`src/rtcai_pkg.sv`:
```
package rtcai_pkg;

  // Register indexes; the byte address on APB is four times the index
  localparam logic [7:0] IDX_CTRL = 8'h01;
  localparam logic [7:0] IDX_MIN_CNT = 8'h03;
  localparam logic [7:0] IDX_HOUR_CNT = 8'h04;
  localparam logic [7:0] IDX_DAY_CNT = 8'h05;
  localparam logic [7:0] IDX_WDAY_CNT = 8'h06;
  localparam logic [7:0] IDX_MIN_MATCH = 8'h09;
  localparam logic [7:0] IDX_HOUR_MATCH = 8'h0A;
  localparam logic [7:0] IDX_DAY_MATCH = 8'h0B;
  localparam logic [7:0] IDX_WDAY_MATCH = 8'h0C;
  localparam logic [7:0] IDX_IRQ_STAT = 8'h10;
  localparam logic [7:0] IDX_IRQ_MASK = 8'h11;
  localparam logic [7:0] IDX_PIN_STAT = 8'h12;

  // Control and flag bit positions
  localparam int unsigned CTRL_TIE_BIT = 0;
  localparam int unsigned CTRL_AIE_BIT = 1;
  localparam int unsigned CTRL_TF_BIT = 2;
  localparam int unsigned CTRL_AF_BIT = 3;
  localparam int unsigned CTRL_TPS_BIT = 4;

  // Mask bit in the top position of each match register
  localparam int unsigned MATCH_MASK_BIT = 7;

  // Implemented BCD digit bits of each field
  localparam logic [7:0] MIN_DIGITS = 8'h7F;
  localparam logic [7:0] HOUR_DIGITS = 8'h3F;
  localparam logic [7:0] DAY_DIGITS = 8'h3F;
  localparam logic [7:0] WDAY_DIGITS = 8'h07;

  // Interrupt status and mask bit positions
  localparam int unsigned IRQ_ALARM_BIT = 0;
  localparam int unsigned IRQ_TIMER_BIT = 1;
  localparam int unsigned IRQ_BITS = 2;

  // Reset values
  localparam logic [7:0] MATCH_RESET = 8'h80;
  localparam logic [7:0] CNT_RESET = 8'h00;
  localparam logic [31:0] RDATA_RESET = 32'h0000_0000;

  // Alarm evaluation sequencer
  typedef enum logic [1:0] {
    ST_IDLE = 2'b01,
    ST_EVAL = 2'b10
  } rtcai_state_e;

endpackage

```
`src/rtcai_alarm.sv`:
```
// Our own choice: the APB slave port.
`timescale 1ns/100ps

// Functional notes
// An alarm event is raised when every unmasked minute, hour, day and weekday match field equals the current time.
// A match field whose top mask bit is one is left out of the comparison entirely.
// With all four mask bits set no alarm event is ever raised.
// An alarm event sets the alarm flag, which stays set until software clears it.
// Writing zero to the alarm flag clears it and writing one leaves it alone.
// With the alarm interrupt enable set, an alarm event pulls the interrupt pin low.
// With the alarm interrupt enable clear, the alarm never holds the pin low and a low pin is released.
// Setting the enable while the alarm flag is still set pulls the pin low at once.
// Clearing the alarm flag releases a low pin caused by the alarm.
// The pin is shared, low when either an enabled timer flag or an enabled alarm flag is set.
// The hour field is compared on a 24-hour basis, like the hour counter.
// An event is raised only on entry into the matching condition, not while it persists.
// Software that wants polling only keeps the enable at zero and watches the alarm flag rise.
// Software should clear the enable before changing alarm settings.
// Once low from an alarm, the pin stays low until the flag or the enable is cleared.
// Fields are compared as BCD using only the implemented digit bits.
// The match is evaluated once per minute update of the time counters.
module rtcai_alarm
  import rtcai_pkg::*;
(
  input wire logic pclk,
  input wire logic presetn,
  input wire logic psel,
  input wire logic penable,
  input wire logic pwrite,
  input wire logic [7:0] paddr,
  input wire logic [31:0] pwdata,
  output logic [31:0] prdata,
  output logic pready,
  output logic pslverr,
  input wire logic time_tick,
  input wire logic [7:0] time_minute,
  input wire logic [7:0] time_hour,
  input wire logic [7:0] time_day,
  input wire logic [7:0] time_weekday,
  input wire logic timer_event,
  output logic timer_pulse_select,
  input wire logic alarm_irq_in,
  output logic alarm_irq_out_n,
  output logic alarm_irq_oe,
  output logic irq
);

  // Byte address of a register index
  function automatic logic [7:0] reg_addr(input logic [7:0] idx);
    reg_addr = {idx[5:0], 2'b00};
  endfunction

  // One field compares true when masked or when its digit bits agree
  function automatic logic field_hit(input logic [7:0] match_val,
                                     input logic [7:0] cur_val,
                                     input logic [7:0] digits);
    field_hit = match_val[MATCH_MASK_BIT] |
                ((match_val & digits) == (cur_val & digits));
  endfunction

  logic [7:0] min_cnt_reg;
  logic [7:0] hour_cnt_reg;
  logic [7:0] day_cnt_reg;
  logic [7:0] wday_cnt_reg;
  logic [7:0] min_match_reg;
  logic [7:0] hour_match_reg;
  logic [7:0] day_match_reg;
  logic [7:0] wday_match_reg;
  logic aie_reg;
  logic tie_reg;
  logic tps_reg;
  logic af_reg;
  logic af_next;
  logic tf_reg;
  logic tf_next;
  logic match_prev_reg;
  logic [IRQ_BITS-1:0] irq_stat_reg;
  logic [IRQ_BITS-1:0] irq_stat_next;
  logic [IRQ_BITS-1:0] irq_mask_reg;
  logic [31:0] prdata_reg;
  logic [31:0] rd_mux;
  rtcai_state_e state_reg;
  rtcai_state_e state_next;

  // APB phase decode
  wire apb_setup = psel & ~penable;
  wire apb_access = psel & penable;
  wire apb_wr = apb_access & pwrite;
  wire apb_rd_setup = apb_setup & ~pwrite;

  // Address decode
  wire hit_ctrl = (paddr == reg_addr(IDX_CTRL));
  wire hit_min_cnt = (paddr == reg_addr(IDX_MIN_CNT));
  wire hit_hour_cnt = (paddr == reg_addr(IDX_HOUR_CNT));
  wire hit_day_cnt = (paddr == reg_addr(IDX_DAY_CNT));
  wire hit_wday_cnt = (paddr == reg_addr(IDX_WDAY_CNT));
  wire hit_min_match = (paddr == reg_addr(IDX_MIN_MATCH));
  wire hit_hour_match = (paddr == reg_addr(IDX_HOUR_MATCH));
  wire hit_day_match = (paddr == reg_addr(IDX_DAY_MATCH));
  wire hit_wday_match = (paddr == reg_addr(IDX_WDAY_MATCH));
  wire hit_irq_stat = (paddr == reg_addr(IDX_IRQ_STAT));
  wire hit_irq_mask = (paddr == reg_addr(IDX_IRQ_MASK));
  wire hit_pin_stat = (paddr == reg_addr(IDX_PIN_STAT));
  wire mapped = hit_ctrl | hit_min_cnt | hit_hour_cnt | hit_day_cnt |
                hit_wday_cnt | hit_min_match | hit_hour_match |
                hit_day_match | hit_wday_match | hit_irq_stat |
                hit_irq_mask | hit_pin_stat;

  // Write strobes, taken only at the access edge
  wire wr_ctrl = apb_wr & hit_ctrl;
  wire wr_irq_stat = apb_wr & hit_irq_stat;
  wire af_clear = wr_ctrl & ~pwdata[CTRL_AF_BIT];
  wire tf_clear = wr_ctrl & ~pwdata[CTRL_TF_BIT];

  // Zero wait states; unmapped addresses answer with an error
  assign pready = 1'b1;
  assign pslverr = apb_access & ~mapped;
  assign prdata = prdata_reg;

  // Field comparison; hour is a plain 24-hour BCD value, no AM/PM bit
  wire min_hit = field_hit(min_match_reg, min_cnt_reg, MIN_DIGITS);
  wire hour_hit = field_hit(hour_match_reg, hour_cnt_reg, HOUR_DIGITS);
  wire day_hit = field_hit(day_match_reg, day_cnt_reg, DAY_DIGITS);
  wire wday_hit = field_hit(wday_match_reg, wday_cnt_reg, WDAY_DIGITS);
  wire all_masked = min_match_reg[MATCH_MASK_BIT] &
                    hour_match_reg[MATCH_MASK_BIT] &
                    day_match_reg[MATCH_MASK_BIT] &
                    wday_match_reg[MATCH_MASK_BIT];
  wire match_now = min_hit & hour_hit & day_hit & wday_hit &
                   ~all_masked;

  // Event only on entry into the match, once per minute update
  wire alarm_event = (state_reg == ST_EVAL) &
                     match_now & ~match_prev_reg;

  // Flags: a hardware set in the clearing cycle wins over the clear
  assign af_next = alarm_event | (af_reg & ~af_clear);
  assign tf_next = timer_event | (tf_reg & ~tf_clear);

  // Sticky interrupt status, write one to clear, set wins
  wire [IRQ_BITS-1:0] irq_events = {timer_event, alarm_event};
  wire [IRQ_BITS-1:0] irq_w1c = wr_irq_stat ? pwdata[IRQ_BITS-1:0] :
                                {IRQ_BITS{1'b0}};
  assign irq_stat_next = irq_events | (irq_stat_reg & ~irq_w1c);
  assign irq = |(irq_stat_reg & irq_mask_reg);

  // Shared open-drain pin; only ever pulled low, level follows the flags
  wire alarm_pull = af_reg & aie_reg;
  wire timer_pull = tf_reg & tie_reg;
  assign alarm_irq_out_n = 1'b0;
  assign alarm_irq_oe = alarm_pull | timer_pull;
  assign timer_pulse_select = tps_reg;

  // Sequencer: compare one cycle after the counters take a new minute
  always_comb
  begin
    case (state_reg)
      ST_IDLE: state_next = time_tick ? ST_EVAL : ST_IDLE;
      ST_EVAL: state_next = time_tick ? ST_EVAL : ST_IDLE;
      default: state_next = ST_IDLE;
    endcase
  end

  // Read data selection, unmapped reads return zero
  wire [7:0] ctrl_rd = {3'b000, tps_reg, af_reg, tf_reg, aie_reg, tie_reg};
  assign rd_mux =
    hit_ctrl ? {24'h00_0000, ctrl_rd} :
    hit_min_cnt ? {24'h00_0000, min_cnt_reg} :
    hit_hour_cnt ? {24'h00_0000, hour_cnt_reg} :
    hit_day_cnt ? {24'h00_0000, day_cnt_reg} :
    hit_wday_cnt ? {24'h00_0000, wday_cnt_reg} :
    hit_min_match ? {24'h00_0000, min_match_reg} :
    hit_hour_match ? {24'h00_0000, hour_match_reg} :
    hit_day_match ? {24'h00_0000, day_match_reg} :
    hit_wday_match ? {24'h00_0000, wday_match_reg} :
    hit_irq_stat ? {30'h0000_0000, irq_stat_reg} :
    hit_irq_mask ? {30'h0000_0000, irq_mask_reg} :
    hit_pin_stat ? {31'h0000_0000, alarm_irq_in} :
    RDATA_RESET;

  // Read data is captured in setup so the access phase sees a flop
  always_ff @(posedge pclk or negedge presetn)
  begin
    if (!presetn)
      prdata_reg <= RDATA_RESET;
    else if (apb_rd_setup)
      prdata_reg <= rd_mux;
  end

  // Control, flags and sequencer state
  always_ff @(posedge pclk or negedge presetn)
  begin
    if (!presetn)
    begin
      aie_reg <= 1'b0;
      tie_reg <= 1'b0;
      tps_reg <= 1'b0;
      af_reg <= 1'b0;
      tf_reg <= 1'b0;
      state_reg <= ST_IDLE;
    end
    else
    begin
      if (wr_ctrl)
      begin
        aie_reg <= pwdata[CTRL_AIE_BIT];
        tie_reg <= pwdata[CTRL_TIE_BIT];
        tps_reg <= pwdata[CTRL_TPS_BIT];
      end
      af_reg <= af_next;
      tf_reg <= tf_next;
      state_reg <= state_next;
    end
  end

  // Previous match only moves at an evaluation, so settings edits
  // between minutes cannot fake an entry into the match
  always_ff @(posedge pclk or negedge presetn)
  begin
    if (!presetn)
      match_prev_reg <= 1'b0;
    else if (state_reg == ST_EVAL)
      match_prev_reg <= match_now;
  end

  // Interrupt status and mask
  always_ff @(posedge pclk or negedge presetn)
  begin
    if (!presetn)
    begin
      irq_stat_reg <= {IRQ_BITS{1'b0}};
      irq_mask_reg <= {IRQ_BITS{1'b0}};
    end
    else
    begin
      irq_stat_reg <= irq_stat_next;
      if (apb_wr & hit_irq_mask)
        irq_mask_reg <= pwdata[IRQ_BITS-1:0];
    end
  end

  // Time counters: the minute update wins over a software write
  always_ff @(posedge pclk or negedge presetn)
  begin
    if (!presetn)
    begin
      min_cnt_reg <= CNT_RESET;
      hour_cnt_reg <= CNT_RESET;
      day_cnt_reg <= CNT_RESET;
      wday_cnt_reg <= CNT_RESET;
    end
    else if (time_tick)
    begin
      min_cnt_reg <= time_minute;
      hour_cnt_reg <= time_hour;
      day_cnt_reg <= time_day;
      wday_cnt_reg <= time_weekday;
    end
    else
    begin
      if (apb_wr & hit_min_cnt)
        min_cnt_reg <= pwdata[7:0];
      if (apb_wr & hit_hour_cnt)
        hour_cnt_reg <= pwdata[7:0];
      if (apb_wr & hit_day_cnt)
        day_cnt_reg <= pwdata[7:0];
      if (apb_wr & hit_wday_cnt)
        wday_cnt_reg <= pwdata[7:0];
    end
  end

  // Match registers; reset with every field masked, so no alarm
  always_ff @(posedge pclk or negedge presetn)
  begin
    if (!presetn)
    begin
      min_match_reg <= MATCH_RESET;
      hour_match_reg <= MATCH_RESET;
      day_match_reg <= MATCH_RESET;
      wday_match_reg <= MATCH_RESET;
    end
    else
    begin
      if (apb_wr & hit_min_match)
        min_match_reg <= pwdata[7:0];
      if (apb_wr & hit_hour_match)
        hour_match_reg <= pwdata[7:0];
      if (apb_wr & hit_day_match)
        day_match_reg <= pwdata[7:0];
      if (apb_wr & hit_wday_match)
        wday_match_reg <= pwdata[7:0];
    end
  end
endmodule

```
`config.mk`:
```
export PLATFORM = sky130hd
export DESIGN_NAME = rtcai_alarm
export DESIGN_NICKNAME = d
export VERILOG_FILES = /design/src/rtcai_pkg.sv /design/src/rtcai_alarm.sv
export SDC_FILE = /design/constraint.sdc
export NUM_CORES = 1
export LEC_CHECK = 0
export BUFFER_PORTS_ARGS = -buffer_cell sky130_fd_sc_hd__buf_2
export CAP_MARGIN = 0
export CORE_MARGIN = 2
export CORE_UTILIZATION = 47
export CTS_CLUSTER_SIZE = 40
export DETAILED_ROUTE_END_ITERATION = 16
export GPL_TIMING_DRIVEN = 0
export PLACE_DENSITY = 0.71
export SKIP_CTS_REPAIR_TIMING = 1
export SLEW_MARGIN = 20
export SYNTH_ARGS = -nofsm -noshare
export SYNTH_HDL_FRONTEND = slang
export SYNTH_SLANG_ARGS = --single-unit
```
`constraint.sdc`:
```
create_clock -name pclk -period 3.3 [get_ports pclk]
set_input_delay 0 -clock pclk [delete_from_list [all_inputs] [get_ports pclk]]
set_output_delay 0 -clock pclk [all_outputs]
set_load 0.05 [all_outputs]
```
Word level (Yosys, flattened, before mapping). Index checks and enable logic that the tools add are counted.

Eq/ne operators: 18. Bitwise gates (word level): 62. Divide/modulo/power cells: 0. $lt $le $gt $ge: 0. Mux-type cells: 23. Reductions and logical operators: 6. $add $sub $neg: 0. Multipliers: 0. Shifts and indexed selects: 0.

Operators by type and width (count): $mux W8 (17); $eq A8 B6 Y1 const B (4); $and A1 B1 Y1 (31); $eq A8 B5 Y1 const B (3); $eq A8 B7 Y1 const B (3); $or A1 B1 Y1 (18); $eq A6 B6 Y1 (2); $mux W2 (5); $not A1 Y1 (9); $eq A8 B3 Y1 const B (1); $eq A8 B4 Y1 const B (1); $reduce_bool A2 Y1 (4); $eq A7 B7 Y1 (1); $and A2 B2 Y2 (2); $reduce_or A2 Y1 (2); $eq A3 B3 Y1 (1); $eq A2 B1 Y1 const B (1); $eq A2 B2 Y1 const B (1); $not A2 Y2 (1); $or A2 B2 Y2 (1); $mux W1 (1).

Memories: 0. Input bits: 80. Bits in writable memories: 0. Output and inout bits: 38. Latch bits: 0. Word-level logic and storage cells: 127. Memory bits (read-only): 0. Register bits after elaboration: 108.

Longest topological paths before layout. Gate-level depths: netlist of run 1.

Depth after elaboration: 14. Depth in mapped cells: 8. Gate-level depth less buffers: 5.

Least setup slack after synthesis of run 1. Ideal clock, no wire load.

Path kind: reg-to-reg. From: register hour_cnt_reg[2]. To: register irq_stat_reg[0]. Stages on the path, launching flop included: 6. Setup slack: 1.652 ns. Setup time: 0.078 ns. Path buffers: 0. Arrival: 1.570 ns. Period minus slack after synthesis: 1.648 ns. Data required time: 3.222 ns. Cell sequence: dfrtp_1 xor2_1 nor4_1 a31oi_1 or4_1 o2bb2ai_1.

Cells in the longest elaborated chain, start to end: 9.

Ends and longest elaborated chain: start: declaration (RTL line rtcai_alarm.sv:62) `logic [7:0] hour_cnt_reg;`; start signal: assignment (RTL line rtcai_alarm.sv:255) `hour_cnt_reg <= time_hour;`; start signal: assignment (RTL line rtcai_alarm.sv:264) `hour_cnt_reg <= pwdata[7:0];`; $eq A6 B6 Y1 (RTL line rtcai_alarm.sv:58) `((match_val & digits) == (cur_val & digits));`; $or A1 B1 Y1 (RTL line rtcai_alarm.sv:57) `field_hit = match_val[MATCH_MASK_BIT] |`; $and A1 B1 Y1 (4 in series) (RTL line rtcai_alarm.sv:129) `wire match_now = min_hit & hour_hit & day_hit & wday_hit &`; $and A1 B1 Y1 (RTL line rtcai_alarm.sv:133) `wire alarm_event = (state_reg == ST_EVAL) &`; $and A1 B1 Y1 (RTL line rtcai_alarm.sv:134) `match_now & ~match_prev_reg;`; $or A2 B2 Y2 (RTL line rtcai_alarm.sv:144) `assign irq_stat_next = irq_events | (irq_stat_reg & ~irq_w1c);`; net irq_stat_next[0] (RTL line rtcai_alarm.sv:78) `logic [IRQ_BITS-1:0] irq_stat_next;`; end signal: assignment (RTL line rtcai_alarm.sv:231) `irq_stat_reg <= {IRQ_BITS{1'b0}};`; end signal: assignment (RTL line rtcai_alarm.sv:236) `irq_stat_reg <= irq_stat_next;`; end: declaration (RTL line rtcai_alarm.sv:77) `logic [IRQ_BITS-1:0] irq_stat_reg;`.

The timed path passes the listed nets, and every way through them passes these cells. A chain may end at the register's enable or synchronous reset.

Worst setup path in the final report of run 1.
From: register min_match_reg[1]. To: register irq_stat_reg[0].

Cells in the longest elaborated chain, start to end: 9.

Ends and longest elaborated chain: start: declaration (RTL line rtcai_alarm.sv:65) `logic [7:0] min_match_reg;`; start signal: assignment (RTL line rtcai_alarm.sv:285) `min_match_reg <= pwdata[7:0];`; $eq A7 B7 Y1 (RTL line rtcai_alarm.sv:58); $or A1 B1 Y1 (RTL line rtcai_alarm.sv:57); $and A1 B1 Y1 (4 in series) (RTL line rtcai_alarm.sv:129); $and A1 B1 Y1 (RTL line rtcai_alarm.sv:133); $and A1 B1 Y1 (RTL line rtcai_alarm.sv:134); $or A2 B2 Y2 (RTL line rtcai_alarm.sv:144); net irq_stat_next[0] (RTL line rtcai_alarm.sv:78).

The timed path passes the listed nets, and every way through them passes these cells.

==> impl_metrics.toml, run 1 <==
[cells_and_area]
flow.area_growth_from_synthesis_pct = 22.0
mostFrequentLayoutCell = "sky130_fd_sc_hd__dfrtp_1"
antennaDiodeCount = 0
num-nets-final = 706
layout.cells.non_filler = 766
share_of_the_core_filled_with_cells_in_the_final_layout_pct = 59.1
most-common-layout-cells = "79 x sky130_fd_sc_hd__dfrtp_1, 65 x sky130_fd_sc_hd__buf_2, 54 x sky130_fd_sc_hd__nand2_1"
share_of_post_route_cells_with_drive_strength_above_1_pct = 28.4

[global_route]
groute.usage.overall_pct = 26.1
grt_overflow = 0
pin_count_of_the_biggest_net_entering_global_routing = 51
antenna_found_initial = 0
first_global_vias = 3989
grt_first_pass_wirelength_mm = 22.5

[sta]
final.min_clock_period_ns = 1.93
max_slew.worst_pin.slew_ns = 0.735
setup_viol_count_final = 0
fin_setup_tns_ns = 0
fmax_ghz = 0.517
final_min_period_over_clock_period_pct = 58.6
final_max_slew_viol_count = 0
rsz0062_at_grt = "false"
timing.final.hold_violations = 0
max_slew_headroom_at_the_worst_pin_pct = 51.0
clock-skew-final_ns = 0.00905

[cts]
worst_skew_pair.late_latency_ns = 0.37
cts.sinks = 84
cts_tree = "done"
path_clk_slew_ns = 0.09
cts_buffer_depth = 2
cts-root-buf = "sky130_fd_sc_hd__clkbuf_8"
clock_buffers_created_by_tritoncts = 9
cts.htree.levels = 3

[synth]
synth_enable_flop_cells = 0
ys_async_rst_share_pct = 100
synth.ff_latch_count = 84
synth-warning-count = 0
synth_area_sq_mm = 0.00502
syn-mean-instance-area_sq_um = 10.1
dominantRegCellSynth = "sky130_fd_sc_hd__dfrtp_1"
synth.yosys.seq_area_share_pct = 42.0
post_synth_inst_count = 497
post_synth_num_cell_types = 69

[worst_setup_path]
critical_path.max_fanout = 3
worst_setup_path_end_kind = "flip-flop"
worst_path_dominant_cell_family = "simple AND/OR/NAND/NOR gates"
crit_buf_inv = 0
crit_path_max_incr_delay_ns = 0.56
timing.critical_path.slowest_stage_cell = "sky130_fd_sc_hd__or4_1"
arrival_ns = 2.23
worstPathRequired_ns = 3.59
startpoint_type = "flip-flop"
worst-setup-path-type = "flip-flop to flip-flop"
timing.critical_path.cells = "xor2_1 -> nor4_1 -> a41oi_1 -> or4_1 -> o2bb2ai_1"

[die]
starting_density_pct = 48.5
num_io_pins = 118
die-area_sq_mm = 0.0115
std_cell_rows = 37
core_area_sq_mm = 0.0104
floorplan.die.width_um = 107
die_y_um = 107

[route]
drt_pre_antenna_iters = 5
drt_iter0_markers = 312
drt_drc_violations_left = 0
routedWlPerCell_um = 19.4
route.detailed.vias_per_inst = 5.61
num_vias = 4295
drtAntennaViolNets = 0
finalWirelength_mm = 14.9

[run]
max_cap_violations = 0

[power]
overall_power_of_the_completed_layout_mw = 2.30
pwr_density_cell_mw_per_mm2 = 375
power.ir.vdd_worst_mv = 0.225
leakagePower_nw = 3.08

[placed_design]
number_of_port_buffers = 56
place_inst = 714
dp_hpwl_mm = 10.9
place_congestion = 0.952

[min_path]
hold_path.class = "input pin to flip-flop"

[run_status]
outcome = "complete, no violations"
==> metrics by stage <==
stage,setup WS [ns],instance area (sq um),hold WS [ns]
after global placement,1.35,5570,0.201
after global routing,1.25,6130,0.0175
final,1.37,6130,0.0105
after detailed placement,1.36,5590,0.0722
after CTS,1.37,5770,-0.335
after floorplan,1.65,5110,-0.296
==> layout make-up <==
| class | instances | area [sq um] |
|---|---|---|
| fillers | 897 | 4240 |
| multi-input cells | 376 | 2640 |
| flip-flops and latches | 84 | 2110 |
| repair buffers | 93 | 663 |
| plain buffers | 56 | 347 |
| well taps | 136 | 170 |
| clock buffers | 9 | 124 |
| clock inverters | 7 | 60.1 |
| inverters | 5 | 18.8 |
==> logic make-up after synthesis <==
kind of cell,share of synthesized area [%]
xor gates and xnor gates,3.83
adders and majority gates,0.249
AOI/OAI and AO/OA,14.9
DFF,42.0
and+or+nand+nor,16.2
muxes,15.4
other,0.149
buffers and inverters,7.27
==> synthesized netlist by cell type, types with 6 or more instances <==
master,count,area (sq um)
sky130_fd_sc_hd__clkbuf_1,14,52.6
sky130_fd_sc_hd__nand3_1,9,45.0
sky130_fd_sc_hd__xor2_1,15,131
sky130_fd_sc_hd__o21ai_0,31,155
sky130_fd_sc_hd__a21o_1,7,52.6
sky130_fd_sc_hd__nor3_1,8,40.0
sky130_fd_sc_hd__o211ai_1,6,45.0
sky130_fd_sc_hd__a21oi_1,7,35.0
sky130_fd_sc_hd__buf_2,10,50.1
sky130_fd_sc_hd__buf_4,30,225
sky130_fd_sc_hd__dfrtp_1,79,1980
sky130_fd_sc_hd__nor2_1,17,63.8
sky130_fd_sc_hd__mux2_2,35,394
sky130_fd_sc_hd__mux2i_1,35,350
sky130_fd_sc_hd__o21ai_1,26,130
sky130_fd_sc_hd__nand2b_1,6,37.5
sky130_fd_sc_hd__xnor2_1,7,61.3
sky130_fd_sc_hd__nand2_1,54,203
==> routing by layer <==
| layer | up-vias | share of wire (%) | GRT usage (%) |
|---|---|---|---|
| met2 | 192 | 46 | 40.9 |
| met3 | 29 | 7.7 | 5.81 |
| li1 | 1995 | - | - |
| met1 | 2079 | 44 | 36.3 |
| met5 | - | 0 | 0 |
| met4 | 0 | 2.5 | 8.24 |
==> power breakdown <==
part | internal, mW | total (mW) | switching [mW] | leakage [nW]
Sequential | 1.09 | 1.15 | 0.0559 | 1.07
Clock | 0.286 | 0.712 | 0.425 | 0.0897
Combinational | 0.170 | 0.440 | 0.270 | 1.92
Total | 1.55 | 2.30 | 0.751 | 3.08
==> final timing paths <==
kind / startpoint / endpoint / slack, ns / cells after the start
min reg2reg: match_prev_reg$_DFFE_PN0N_ / irq_stat_reg[0]$_DFF_PN0_ / 0.47 / 1
min: pwdata[7] / day_match_reg[7]$_DFFE_PN1P_ / 0.01 / 2
max reg2reg: min_match_reg[1]$_DFFE_PN0P_ / irq_stat_reg[0]$_DFF_PN0_ / 1.37 / 5
max in group asynchronous: presetn / wday_match_reg[7]$_DFFE_PN1P_ / 2.41 / 3
min in group asynchronous: presetn / state_reg[1]$_DFF_PN0_ / 0.19 / 2
max: min_match_reg[1]$_DFFE_PN0P_ / irq_stat_reg[0]$_DFF_PN0_ / 1.37 / 5
(Power assumes the default switching activity.)
==> inputs of run 2 (changes only) <==
clock period = 1.9 ns   (was 3.3 ns; I/O delays follow)
==> impl_metrics.toml, run 2 (same netlist as run 1, synthesis figures left out) <==
[run_status]
outcome = "complete, no violations"

[sta]
final.min_clock_period_ns = 1.89
fin_setup_tns_ns = 0
rsz0062_at_grt = "true"
final_min_period_over_clock_period_pct = 99.4
final_max_slew_viol_count = 0
setup_viol_count_final = 0
timing.final.hold_violations = 0
max_slew_headroom_at_the_worst_pin_pct = 50.3
max_slew.worst_pin.slew_ns = 0.745
fmax_ghz = 0.530
clock-skew-final_ns = 0.0101

[worst_setup_path]
critical_path.max_fanout = 4
worst_setup_path_end_kind = "flip-flop"
worst-setup-path-type = "flip-flop to flip-flop"
startpoint_type = "flip-flop"
arrival_ns = 2.18
worstPathRequired_ns = 2.19

[cts]
worst_skew_pair.late_latency_ns = 0.37
clock_buffers_created_by_tritoncts = 9
cts-root-buf = "sky130_fd_sc_hd__clkbuf_8"
path_clk_slew_ns = 0.09
cts.htree.levels = 3
cts_buffer_depth = 2
cts.sinks = 84
cts_tree = "done"

[global_route]
met1_usage_pct = 36.3
pin_count_of_the_biggest_net_entering_global_routing = 51
first_global_vias = 3989
grt_first_pass_wirelength_mm = 22.5
groute.layer.met2.usage_pct = 40.9
antenna_found_initial = 0
grtUsageMet3_pct = 5.81
groute.usage.overall_pct = 26.1
grt_overflow = 0
grt_busiest_layer = "met2"

[route]
routedWlPerCell_um = 19.4
drt_iter0_markers = 345
route.detailed.vias_per_inst = 5.62
drt_pre_antenna_iters = 5
num_vias = 4307
finalWirelength_mm = 14.9
drt_drc_violations_left = 0
drtAntennaViolNets = 0

[run]
max_cap_violations = 0

[die]
num_io_pins = 118
core_area_sq_mm = 0.0104
die-area_sq_mm = 0.0115
starting_density_pct = 48.5
die_y_um = 107
floorplan.die.width_um = 107
std_cell_rows = 37

[cells_and_area]
n_fill_cell = 894
antennaDiodeCount = 0
flow.area_growth_from_synthesis_pct = 22.5
mostFrequentLayoutCell = "sky130_fd_sc_hd__dfrtp_1"
share_of_post_route_cells_with_drive_strength_above_1_pct = 29.2
most-common-layout-cells = "78 x sky130_fd_sc_hd__dfrtp_1, 65 x sky130_fd_sc_hd__buf_2, 54 x sky130_fd_sc_hd__nand2_1"
num-nets-final = 707
final_design_area_no_fill_sq_mm = 0.00616

[placed_design]
dp_hpwl_mm = 10.9
place_congestion = 0.952
number_of_port_buffers = 56
detailed_place.area_sq_mm = 0.00559

[power]
pwr_density_cell_mw_per_mm2 = 650
leakagePower_nw = 3.09
power.ir.vdd_worst_mv = 0.391
overall_power_of_the_completed_layout_mw = 4.00

[min_path]
hold_path.class = "input pin to flip-flop"
## run 2: changes by cell type in the layout (fill, tap and decap cells not counted), sizes merged
cell  delta
buf      +1
## run 2: area by class of cell
class | instances | area [sq um] | area share, %
Buffer | 56 | 347 | 5.63
Clock buffer | 9 | 124 | 2.01
Clock inverter | 7 | 60.1 | 0.975
Inverter | 5 | 18.8 | 0.305
Multi-Input combinational cell | 376 | 2660 | 43.2
Sequential cell | 84 | 2110 | 34.3
Tap cell | 136 | 170 | 2.76
Timing Repair Buffer | 94 | 671 | 10.9
## run 2: critical path, stage by stage (launching register included)
cell and delay (ns):
sky130_fd_sc_hd__dfrtp_1 0.45, sky130_fd_sc_hd__xor2_1 0.19, sky130_fd_sc_hd__nor4_1 0.39, sky130_fd_sc_hd__a31oi_1 0.16, sky130_fd_sc_hd__or4_4 0.46, sky130_fd_sc_hd__o2bb2ai_1 0.16
## run 2: worst paths after layout
path	from	endpoint	slack [ns]	cells after the start
max in group asynchronous	presetn	wday_match_reg[7]$_DFFE_PN1P_	1.02	3
max reg2reg	day_cnt_reg[1]$_DFFE_PN0P_	irq_stat_reg[0]$_DFF_PN0_	0.01	5
min	pwdata[5]	day_match_reg[5]$_DFFE_PN0P_	0.01	2
max	day_cnt_reg[1]$_DFFE_PN0P_	irq_stat_reg[0]$_DFF_PN0_	0.01	5
min in group asynchronous	presetn	state_reg[1]$_DFF_PN0_	0.19	2
min reg2reg	match_prev_reg$_DFFE_PN0N_	irq_stat_reg[0]$_DFF_PN0_	0.47	1
## run 2: power by group
group          internal, mW  total [mW]  switching [mW]
Combinational         0.297       0.773           0.476
Clock                 0.498        1.24           0.742
Sequential             1.89        1.99          0.0950
Total                  2.69        4.00            1.31
## run 2: layer usage
| metal | routed length, um | share of wire, % |
|---|---|---|
| met1 | 6560 | 44 |
| met2 | 6880 | 46 |
| met3 | 1110 | 7.5 |
| met4 | 357 | 2.4 |
| met5 | 0 | 0 |
## run 2: metrics by stage
stage                     instances  setup slack [ns]  util, %  hold slack [ns]
after floorplan                 521             0.252        -           -0.296
after CTS                       730           -0.0333     55.7           -0.335
after global routing            767           -0.0666     59.4           0.0175
after detailed placement        714           -0.0433     53.9           0.0722
final                           767            0.0120     59.4           0.0118
after global placement          713           -0.0515     53.7            0.201
